## src/lot_pkg.sv

```systemverilog
// Package: constants, codes and helper functions for the logic output timing block
package lot_pkg;

	////////////////////////////////////////////////////////////////////////////
	// Widths
	localparam int ADDR_W = 8;
	localparam int DATA_W = 32;
	localparam int CODE_W = 5;
	localparam int DELAY_W = 16;
	localparam int HOLD_W = 14;
	localparam int LEVEL_W = 12;
	localparam int NUM_CH = 2;

	////////////////////////////////////////////////////////////////////////////
	// Register offsets; channel 0 at CH0_BASE, channel 1 at CH1_BASE
	localparam logic [7:0] CH0_BASE = 8'h00;
	localparam logic [7:0] CH1_BASE = 8'h10;
	localparam logic [1:0] REG_ASSIGN = 2'h0;
	localparam logic [1:0] REG_DELAY = 2'h1;
	localparam logic [1:0] REG_HOLD = 2'h2;
	localparam logic [1:0] REG_POL = 2'h3;
	localparam logic [7:0] AO_MIN_OFS = 8'h20;
	localparam logic [7:0] AO_MAX_OFS = 8'h24;
	localparam logic [7:0] STATUS_OFS = 8'h28;

	////////////////////////////////////////////////////////////////////////////
	// Ranges and reset values
	localparam logic [DELAY_W-1:0] DELAY_MAX_MS = 16'hea60;
	localparam logic [HOLD_W-1:0] HOLD_MAX_MS = 14'h270f;
	localparam logic [CODE_W-1:0] RST_ASSIGN = 5'h00;
	localparam logic [DELAY_W-1:0] RST_DELAY = 16'h0000;
	localparam logic [HOLD_W-1:0] RST_HOLD = 14'h0000;
	localparam logic RST_POL = 1'b0;
	localparam logic [LEVEL_W-1:0] RST_AO_MIN = 12'h000;
	localparam logic [LEVEL_W-1:0] RST_AO_MAX = 12'hfff;

	////////////////////////////////////////////////////////////////////////////
	// Time base
	localparam int CLK_PERIOD_PS = 25000;
	localparam int MS_PS = 1000000000;
	localparam int MS_CYCLES = MS_PS / CLK_PERIOD_PS;

	////////////////////////////////////////////////////////////////////////////
	// Assignment codes
	typedef enum logic [CODE_W-1:0] {
		CODE_NONE = 5'h00,
		CODE_DRIVE_FAULT = 5'h01,
		CODE_BRAKE = 5'h02,
		CODE_LINE_CONT = 5'h03,
		CODE_OUT_CONT = 5'h04,
		CODE_PRECHARGE = 5'h05,
		CODE_END_REEL = 5'h06,
		CODE_WOBBLE = 5'h07
	} lot_code_t;

	function automatic logic forces_delay(input logic [CODE_W-1:0] c);
		forces_delay = (c >= CODE_DRIVE_FAULT) && (c <= CODE_PRECHARGE);
	endfunction : forces_delay

	function automatic logic forces_hold(input logic [CODE_W-1:0] c);
		forces_hold = (c == CODE_DRIVE_FAULT) || (c == CODE_LINE_CONT);
	endfunction : forces_hold

	function automatic logic forces_pol(input logic [CODE_W-1:0] c);
		forces_pol = forces_delay(c) && (c != CODE_OUT_CONT);
	endfunction : forces_pol

	function automatic logic app_only(input logic [CODE_W-1:0] c);
		app_only = (c >= CODE_BRAKE) && (c <= CODE_WOBBLE);
	endfunction : app_only

endpackage : lot_pkg

```

## src/lot_top.sv

```systemverilog
// Logic output four and analog-carried digital output with on-delay, hold and polarity
// Notes on behaviour
// - A condition turning true changes the output only after on-delay free-running ms ticks, so up to 1 ms early, 0 to 60000 ms.
// - A condition turning false keeps the output active until the hold time, 0 to 9999 ms.
// - Drive fault, brake, output, precharge and line contactor codes force on-delay to zero.
// - Drive fault and line contactor codes force the hold time to zero and ignore writes.
// - Positive polarity drives one while active, negative polarity drives zero while active.
// - Drive fault, brake, precharge and line contactor codes fix polarity at positive.
// - In digital mode the first analog output sits at its minimum for zero, maximum for one.
// - The carried output adds brake to wobble codes, settable only via application config.
//
// Implementation choices: strobed register access and the register offsets.
`timescale 1ns/100ps

module lot_top #(
	parameter int MS_CYCLES = lot_pkg::MS_CYCLES,
	parameter int NUM_COND = 32
) (
	// Clock, reset, enable
	input wire logic clk,
	input wire logic srst,
	input wire logic ce,
	// Register port
	input wire logic [lot_pkg::ADDR_W-1:0] addr,
	input wire logic [lot_pkg::DATA_W-1:0] wdata,
	input wire logic wr,
	input wire logic rd,
	output logic [lot_pkg::DATA_W-1:0] rdata,
	// Application-function configuration of the carried output
	input wire logic app_wr,
	input wire logic [lot_pkg::CODE_W-1:0] app_assign,
	// Internal conditions and analog value
	input wire logic [NUM_COND-1:0] cond_in,
	input wire logic [lot_pkg::LEVEL_W-1:0] analog_level,
	// Outputs
	output logic logic_output_four,
	output logic analog_carried_digital_out,
	output logic [lot_pkg::LEVEL_W-1:0] first_analog_output
);

	////////////////////////////////////////////////////////////////////////////
	// Configuration state
	logic [lot_pkg::NUM_CH-1:0][lot_pkg::CODE_W-1:0] assign_code;
	logic [lot_pkg::NUM_CH-1:0][lot_pkg::DELAY_W-1:0] on_delay;
	logic [lot_pkg::NUM_CH-1:0][lot_pkg::HOLD_W-1:0] hold_time;
	logic [lot_pkg::NUM_CH-1:0] active_low_polarity;
	logic [lot_pkg::LEVEL_W-1:0] ao_min;
	logic [lot_pkg::LEVEL_W-1:0] ao_max;

	// Timing state
	logic [lot_pkg::NUM_CH-1:0] active;
	logic [lot_pkg::NUM_CH-1:0][lot_pkg::DELAY_W-1:0] elapsed;
	logic [lot_pkg::DELAY_W-1:0] prescale;
	logic ms_tick;

	// Decoded and effective values
	logic [lot_pkg::NUM_CH-1:0] ch_hit;
	logic [1:0] reg_sel;
	logic [lot_pkg::NUM_CH-1:0] cond;
	logic [lot_pkg::NUM_CH-1:0][lot_pkg::DELAY_W-1:0] eff_delay;
	logic [lot_pkg::NUM_CH-1:0][lot_pkg::DELAY_W-1:0] eff_hold;
	logic [lot_pkg::NUM_CH-1:0][lot_pkg::DELAY_W-1:0] limit;
	logic [lot_pkg::NUM_CH-1:0] next_active;
	logic [lot_pkg::DATA_W-1:0] next_rdata;

	////////////////////////////////////////////////////////////////////////////
	// Address decode
	always_comb
	begin
		ch_hit[0] = (addr[7:4] == lot_pkg::CH0_BASE[7:4]);
		ch_hit[1] = (addr[7:4] == lot_pkg::CH1_BASE[7:4]);
		reg_sel = addr[3:2];
	end

	////////////////////////////////////////////////////////////////////////////
	// Channel configuration; forced values are cleared so reads show what applies
	always_ff @(posedge clk)
	begin
		if (srst)
		begin
			for (int c = 0; c < lot_pkg::NUM_CH; c++)
			begin
				assign_code[c] <= lot_pkg::RST_ASSIGN;
				on_delay[c] <= lot_pkg::RST_DELAY;
				hold_time[c] <= lot_pkg::RST_HOLD;
				active_low_polarity[c] <= lot_pkg::RST_POL;
			end
		end
		else if (ce)
		begin
			for (int c = 0; c < lot_pkg::NUM_CH; c++)
			begin
				// Software never selects the application-only codes
				if (wr && ch_hit[c] && reg_sel == lot_pkg::REG_ASSIGN &&
					!lot_pkg::app_only(wdata[lot_pkg::CODE_W-1:0]))
					assign_code[c] <= wdata[lot_pkg::CODE_W-1:0];
				else if (c == 1 && app_wr)
					assign_code[c] <= app_assign;
				if (lot_pkg::forces_delay(assign_code[c]))
					on_delay[c] <= '0;
				else if (wr && ch_hit[c] && reg_sel == lot_pkg::REG_DELAY &&
					wdata[lot_pkg::DATA_W-1:lot_pkg::DELAY_W] == '0 &&
					wdata[lot_pkg::DELAY_W-1:0] <= lot_pkg::DELAY_MAX_MS)
					on_delay[c] <= wdata[lot_pkg::DELAY_W-1:0];
				if (lot_pkg::forces_hold(assign_code[c]))
					hold_time[c] <= '0;
				else if (wr && ch_hit[c] && reg_sel == lot_pkg::REG_HOLD &&
					wdata[lot_pkg::DATA_W-1:lot_pkg::HOLD_W] == '0 &&
					wdata[lot_pkg::HOLD_W-1:0] <= lot_pkg::HOLD_MAX_MS)
					hold_time[c] <= wdata[lot_pkg::HOLD_W-1:0];
				if (lot_pkg::forces_pol(assign_code[c]))
					active_low_polarity[c] <= 1'b0;
				else if (wr && ch_hit[c] && reg_sel == lot_pkg::REG_POL)
					active_low_polarity[c] <= wdata[0];
			end
		end
	end

	////////////////////////////////////////////////////////////////////////////
	// Analog output limits
	always_ff @(posedge clk)
	begin
		if (srst)
		begin
			ao_min <= lot_pkg::RST_AO_MIN;
			ao_max <= lot_pkg::RST_AO_MAX;
		end
		else if (ce && wr)
		begin
			if (addr == lot_pkg::AO_MIN_OFS)
				ao_min <= wdata[lot_pkg::LEVEL_W-1:0];
			if (addr == lot_pkg::AO_MAX_OFS)
				ao_max <= wdata[lot_pkg::LEVEL_W-1:0];
		end
	end

	////////////////////////////////////////////////////////////////////////////
	// Millisecond time base
	always_ff @(posedge clk)
	begin
		if (srst)
			prescale <= '0;
		else if (ce)
		begin
			if (ms_tick)
				prescale <= '0;
			else
				prescale <= prescale + 16'h0001;
		end
	end

	assign ms_tick = (prescale == lot_pkg::DELAY_W'(MS_CYCLES - 1));

	////////////////////////////////////////////////////////////////////////////
	// Effective times; forced codes act at once, before the stored value clears
	always_comb
	begin
		for (int c = 0; c < lot_pkg::NUM_CH; c++)
		begin
			cond[c] = (assign_code[c] != lot_pkg::CODE_NONE) &&
				cond_in[assign_code[c]];
			eff_delay[c] = lot_pkg::forces_delay(assign_code[c]) ? '0 : on_delay[c];
			eff_hold[c] = lot_pkg::forces_hold(assign_code[c]) ? '0 :
				{2'h0, hold_time[c]};
			limit[c] = active[c] ? eff_hold[c] : eff_delay[c];
			next_active[c] = active[c];
			if (cond[c] != active[c] && elapsed[c] >= limit[c])
				next_active[c] = cond[c];
		end
	end

	////////////////////////////////////////////////////////////////////////////
	// Delay and hold timers; the count restarts whenever the condition bounces back
	always_ff @(posedge clk)
	begin
		if (srst)
		begin
			active <= '0;
			elapsed <= '0;
		end
		else if (ce)
		begin
			for (int c = 0; c < lot_pkg::NUM_CH; c++)
			begin
				active[c] <= next_active[c];
				if (cond[c] == active[c] || next_active[c] != active[c])
					elapsed[c] <= '0;
				else if (ms_tick)
					elapsed[c] <= elapsed[c] + 16'h0001;
			end
		end
	end

	////////////////////////////////////////////////////////////////////////////
	// Output drivers
	always_ff @(posedge clk)
	begin
		if (srst)
		begin
			logic_output_four <= 1'b0;
			analog_carried_digital_out <= 1'b0;
			first_analog_output <= '0;
		end
		else if (ce)
		begin
			logic_output_four <= active[0] ^ active_low_polarity[0];
			analog_carried_digital_out <= active[1] ^ active_low_polarity[1];
			// Unassigned carried channel leaves the output analog
			if (assign_code[1] == lot_pkg::CODE_NONE)
				first_analog_output <= analog_level;
			else if (active[1] ^ active_low_polarity[1])
				first_analog_output <= ao_max;
			else
				first_analog_output <= ao_min;
		end
	end

	////////////////////////////////////////////////////////////////////////////
	// Register read; unmapped addresses read zero
	always_comb
	begin
		next_rdata = '0;
		for (int c = 0; c < lot_pkg::NUM_CH; c++)
		begin
			if (ch_hit[c])
			begin
				unique case (reg_sel)
					lot_pkg::REG_ASSIGN: next_rdata[lot_pkg::CODE_W-1:0] = assign_code[c];
					lot_pkg::REG_DELAY: next_rdata[lot_pkg::DELAY_W-1:0] = on_delay[c];
					lot_pkg::REG_HOLD: next_rdata[lot_pkg::HOLD_W-1:0] = hold_time[c];
					lot_pkg::REG_POL: next_rdata[0] = active_low_polarity[c];
				endcase
			end
		end
		if (addr == lot_pkg::AO_MIN_OFS)
			next_rdata[lot_pkg::LEVEL_W-1:0] = ao_min;
		if (addr == lot_pkg::AO_MAX_OFS)
			next_rdata[lot_pkg::LEVEL_W-1:0] = ao_max;
		if (addr == lot_pkg::STATUS_OFS)
			next_rdata[5:0] = {analog_carried_digital_out, logic_output_four, cond, active};
	end

	always_ff @(posedge clk)
	begin
		if (srst)
			rdata <= '0;
		else if (ce)
			rdata <= rd ? next_rdata : '0;
	end

	////////////////////////////////////////////////////////////////////////////
	// Ticks since the output four condition last changed, counted apart from the timer
	logic cond_seen;
	logic [lot_pkg::DELAY_W-1:0] ticks_seen;

	always_ff @(posedge clk)
	begin
		if (srst)
		begin
			cond_seen <= 1'b0;
			ticks_seen <= '0;
		end
		else if (ce)
		begin
			cond_seen <= cond[0];
			if (cond[0] != cond_seen)
				ticks_seen <= ms_tick ? 16'h0001 : 16'h0000;
			else if (ms_tick)
				ticks_seen <= ticks_seen + 16'h0001;
		end
	end
endmodule : lot_top

```

## config.mk

```make
export PLATFORM = sky130hd
export DESIGN_NAME = lot_top
export DESIGN_NICKNAME = d
export VERILOG_FILES = /design/src/lot_pkg.sv /design/src/lot_top.sv
export SDC_FILE = /design/constraint.sdc
export NUM_CORES = 1
export LEC_CHECK = 0
export BUFFER_PORTS_ARGS = -buffer_cell sky130_fd_sc_hd__buf_2
export CELL_PAD_IN_SITES_DETAIL_PLACEMENT = 1
export CELL_PAD_IN_SITES_GLOBAL_PLACEMENT = 1
export CORE_ASPECT_RATIO = 2
export CORE_MARGIN = 3
export CORE_UTILIZATION = 25
export CTS_BUF_LIST = sky130_fd_sc_hd__clkbuf_16
export CTS_CLUSTER_DIAMETER = 120
export CTS_CLUSTER_SIZE = 14
export DETAILED_ROUTE_END_ITERATION = 10
export GPL_ROUTABILITY_DRIVEN = 0
export PLACE_DENSITY_LB_ADDON = 0.1
export REMOVE_ABC_BUFFERS = 1
export SYNTH_ARGS = -nofsm -noshare
export SYNTH_HDL_FRONTEND = slang
export SYNTH_SLANG_ARGS = --single-unit
```

## constraint.sdc

```tcl
create_clock -name clk -period 4.6 [get_ports clk]
set_clock_uncertainty 0.05 [all_clocks]
set_input_delay 0 -clock clk [delete_from_list [all_inputs] [get_ports clk]]
set_output_delay 0 -clock clk [all_outputs]
set_load 0.05 [all_outputs]
```

==> results.cfg <==
[yosys]
synth-edff-count = 0
ys_warn_count = 0
synth_top_family_by_area = compound AO/OA/AOI/OAI gates
yosys.cell_count.top_type = dfxtp_1
syn_area_um2 = 9849
yosys.area_share.simple_pct = 20.11
synth_compound_area_share_pct = 21.65
syn_inst = 1133
yosysTopAreaCellShare_pct = 35.77
async_reset_ff_share_pct = 0
yosys.area.top_type = dfxtp_1
synthAdderAreaFrac_pct = 5.081
synth.area.mux_share_pct = 9.261
synthFlopType = dfxtp_1
yosys.cell_types.count = 70
synth_common_cells = 176 x dfxtp_1, 119 x nor2_1, 110 x nand2_1, 92 x a21oi_1, 67 x clkbuf_1
syn_avg_cell_area_um2 = 8.693
synth_seq_cells = 176
seq_area_frac_synth_pct = 35.77
synth.area.top_cells = dfxtp_1 36%, ha_1 5.1%, mux2i_1 4.9%
synthXorXnorAreaFrac_pct = 2.566

[timing]
max_freq_mhz = 248.0
maxSlewViolCount = 0
setup_tns_ns = 0
period_share_pct = 87.66
finalSetupViolations = 0
max_slew_margin_pct = 25.00
grt_setup_unrepaired = no
period_minus_slack_ns = 4.032
finalHoldViolations = 0
tightestPinTransition_ns = 1.117

[layout]
nNetsFinal = 1391
drive_gt1_share_pct = 17.81
diodes = 0
area_delta_synth_final_pct = 21.06
stdcell_count = 1789

[routing]
ant_nets = 0
routed_wl_um = 39530
remaining_drc_errors = 0
vias_per_cell = 5.166
via_count = 9242
drtIter0Drc = 425
wl_per_cell_um = 22.09
drtPass1Iterations = 7

[floorplanning]
core_area_um2 = 38800
dieWidth_um = 146.4
io_pins = 141
start_util_pct = 25.39
die_height_um = 286.7
dieArea_um2 = 41960
placement_rows = 102

[global_route]
use_met3_pct = 2.433
first_global_vias = 9700
grt_start_max_net_pins = 71
met1_usage_pct = 19.56
grt_pass1_wl_um = 60120
groute.layer.met2.usage_pct = 36.79
grt.overflow.total = 0
grt_usage_pct = 18.71
grt_busiest_layer = met2
antenna_found_initial = 1

[clock_tree]
cts_buffers = 17
cts-root-buf = clkbuf_16
cts_max_path_buffers = 2
clock_latency_ns = 0.46
post-cts-setup-buffer-count = 0
cts.sinks = 176
cts_max_level = 4
clk_pin_slew_worst_paths_ns = 0.08
cts_tree = yes

[setup_path]
cp-end-kind = flip-flop
cp.arrival_ns = 4.36
path_class = flip-flop to flip-flop
cp-start-kind = flip-flop
cp_max_fo = 14
worstPathRequired_ns = 4.93

[power]
power.share.clock_pct = 42.4
combPwrFrac_pct = 13.8
p_int_mw = 2.436
leakagePower_nw = 4.613
p_sw_mw = 1.120
irDropWorstVdd_v = 0.0002512
p_seq_share_pct = 43.9
switching_share_pct = 31.50
p_per_area_nw_per_um2 = 298.3

[outcome]
status = completed

[hold_path]
hold_class = primary input to flip-flop

[job]
maxCapViolCount = 0

[placement]
io_buffers = 124
placed_cells = 1722
dp_hpwl_um = 29810
-- power groups by stage --
| stage | Sequential [mW] | Clock (mW) | Combinational [mW] |
|---|---|---|---|
| after floorplan | 1.64 | 0 | 0.203 |
| after global placement | 1.60 | 0 | 0.472 |
| after detailed placement | 1.60 | 0 | 0.474 |
| after CTS | 1.56 | 1.56 | 0.498 |
| after global routing | 1.56 | 1.62 | 0.531 |
| final | 1.56 | 1.51 | 0.491 |
-- worst max-delay path, stage by stage (launching register included) --
cell      delay (ns)
dfxtp_1         0.46
or2_2           0.18
nor3b_1         0.07
nor2b_1         0.83
a22oi_1         0.23
ha_1            0.36
a21oi_1         0.15
a21boi_0        0.10
o31a_1          0.28
a311oi_1        0.30
buf_4           0.21
o211ai_4        0.12
and2_4          0.23
or3_1           0.29
o21ai_0         0.08
-- path summary, 6_finish.rpt --
kind | from | endpoint | slack (ns) | cells after the start
max | assign_code[9] | elapsed[16] | 0.57 | 14
min | ce | prescale[4] | 0.06 | 5
min reg2reg | rdata[11] | rdata[11] | 0.41 | 2
max reg2reg | assign_code[9] | elapsed[16] | 0.57 | 14
-- per-layer routing --
layer / part of all wire [%] / up-vias
met5: 0 / -
met4: 3.9 / 0
met3: 2.4 / 49
met2: 55 / 176
met1: 38 / 4609
li1: - / 4408
-- cells by family after synthesis --
family / count (synthesis)
xor+xnor: 28
other cells: 1
buf+inv: 120
simple gates: 393
fa+ha+maj: 40
flops: 176
mux: 69
compound gates: 306
-- flip-flops by register name (all words and copies together), names as in the netlist, 2 cells and up --
name and count:
elapsed 32, on_delay 32, hold_time 28, prescale 16
rdata 16, ao_max 12, ao_min 12, first_analog_output 12
assign_code 10, active 2, active_low_polarity 2
-- per-stage QoR --
stage | hold WS, ns | setup slack (ns) | power (mW) | utilization, % | cell area, µm²
finish | 0.06238 | 0.5677 | 3.557 | 30.73 | 11920
global placement | 0.2626 | 0.5878 | 2.068 | 28.30 | 10980
global route | 0.09810 | 0.1385 | 3.712 | 30.73 | 11920
detailed placement | 0.2565 | 0.5035 | 2.070 | 28.30 | 10980
floorplan | 0.01907 | 0.04610 | 1.841 | - | 9429
CTS | 0.03409 | 0.5160 | 3.619 | 30.73 | 11920
-- cell usage in the layout (no fill, tap or decap), types with 15 or more instances in the layout --
cell	instances
mux2i_1	48
nor2_1	119
nand4b_1	26
inv_1	18
a21oi_1	92
dfxtp_1	176
xor2_1	19
clkbuf_16	17
a22oi_1	58
nor2b_1	15
buf_2	123
mux4_2	16
nand3_1	27
conb_1	16
dlygate4sd3_1	35
nand2_1	110
buf_4	32
a22o_1	35
ha_1	39
o21ai_0	23
-- what timing repair did --
action | 4_1_cts | 5_1_grt
endpoints found under the setup margin | 0 | 0
hold endpoints to repair | 107 | 0
hold buffers | 35 | 0
gates resized for setup | 0 | 0
-- area by class of cell --
cell class | count | area [µm²]
Tap cell | 520 | 650.6
Timing Repair Buffer | 191 | 1226
Fill cell | 4639 | 26870
Multi-Input combinational cell | 852 | 5861
Clock buffer | 17 | 425.4
Clock inverter | 15 | 170.2
Inverter | 18 | 67.56
Sequential cell | 176 | 3523
(Power assumes the default switching activity.)
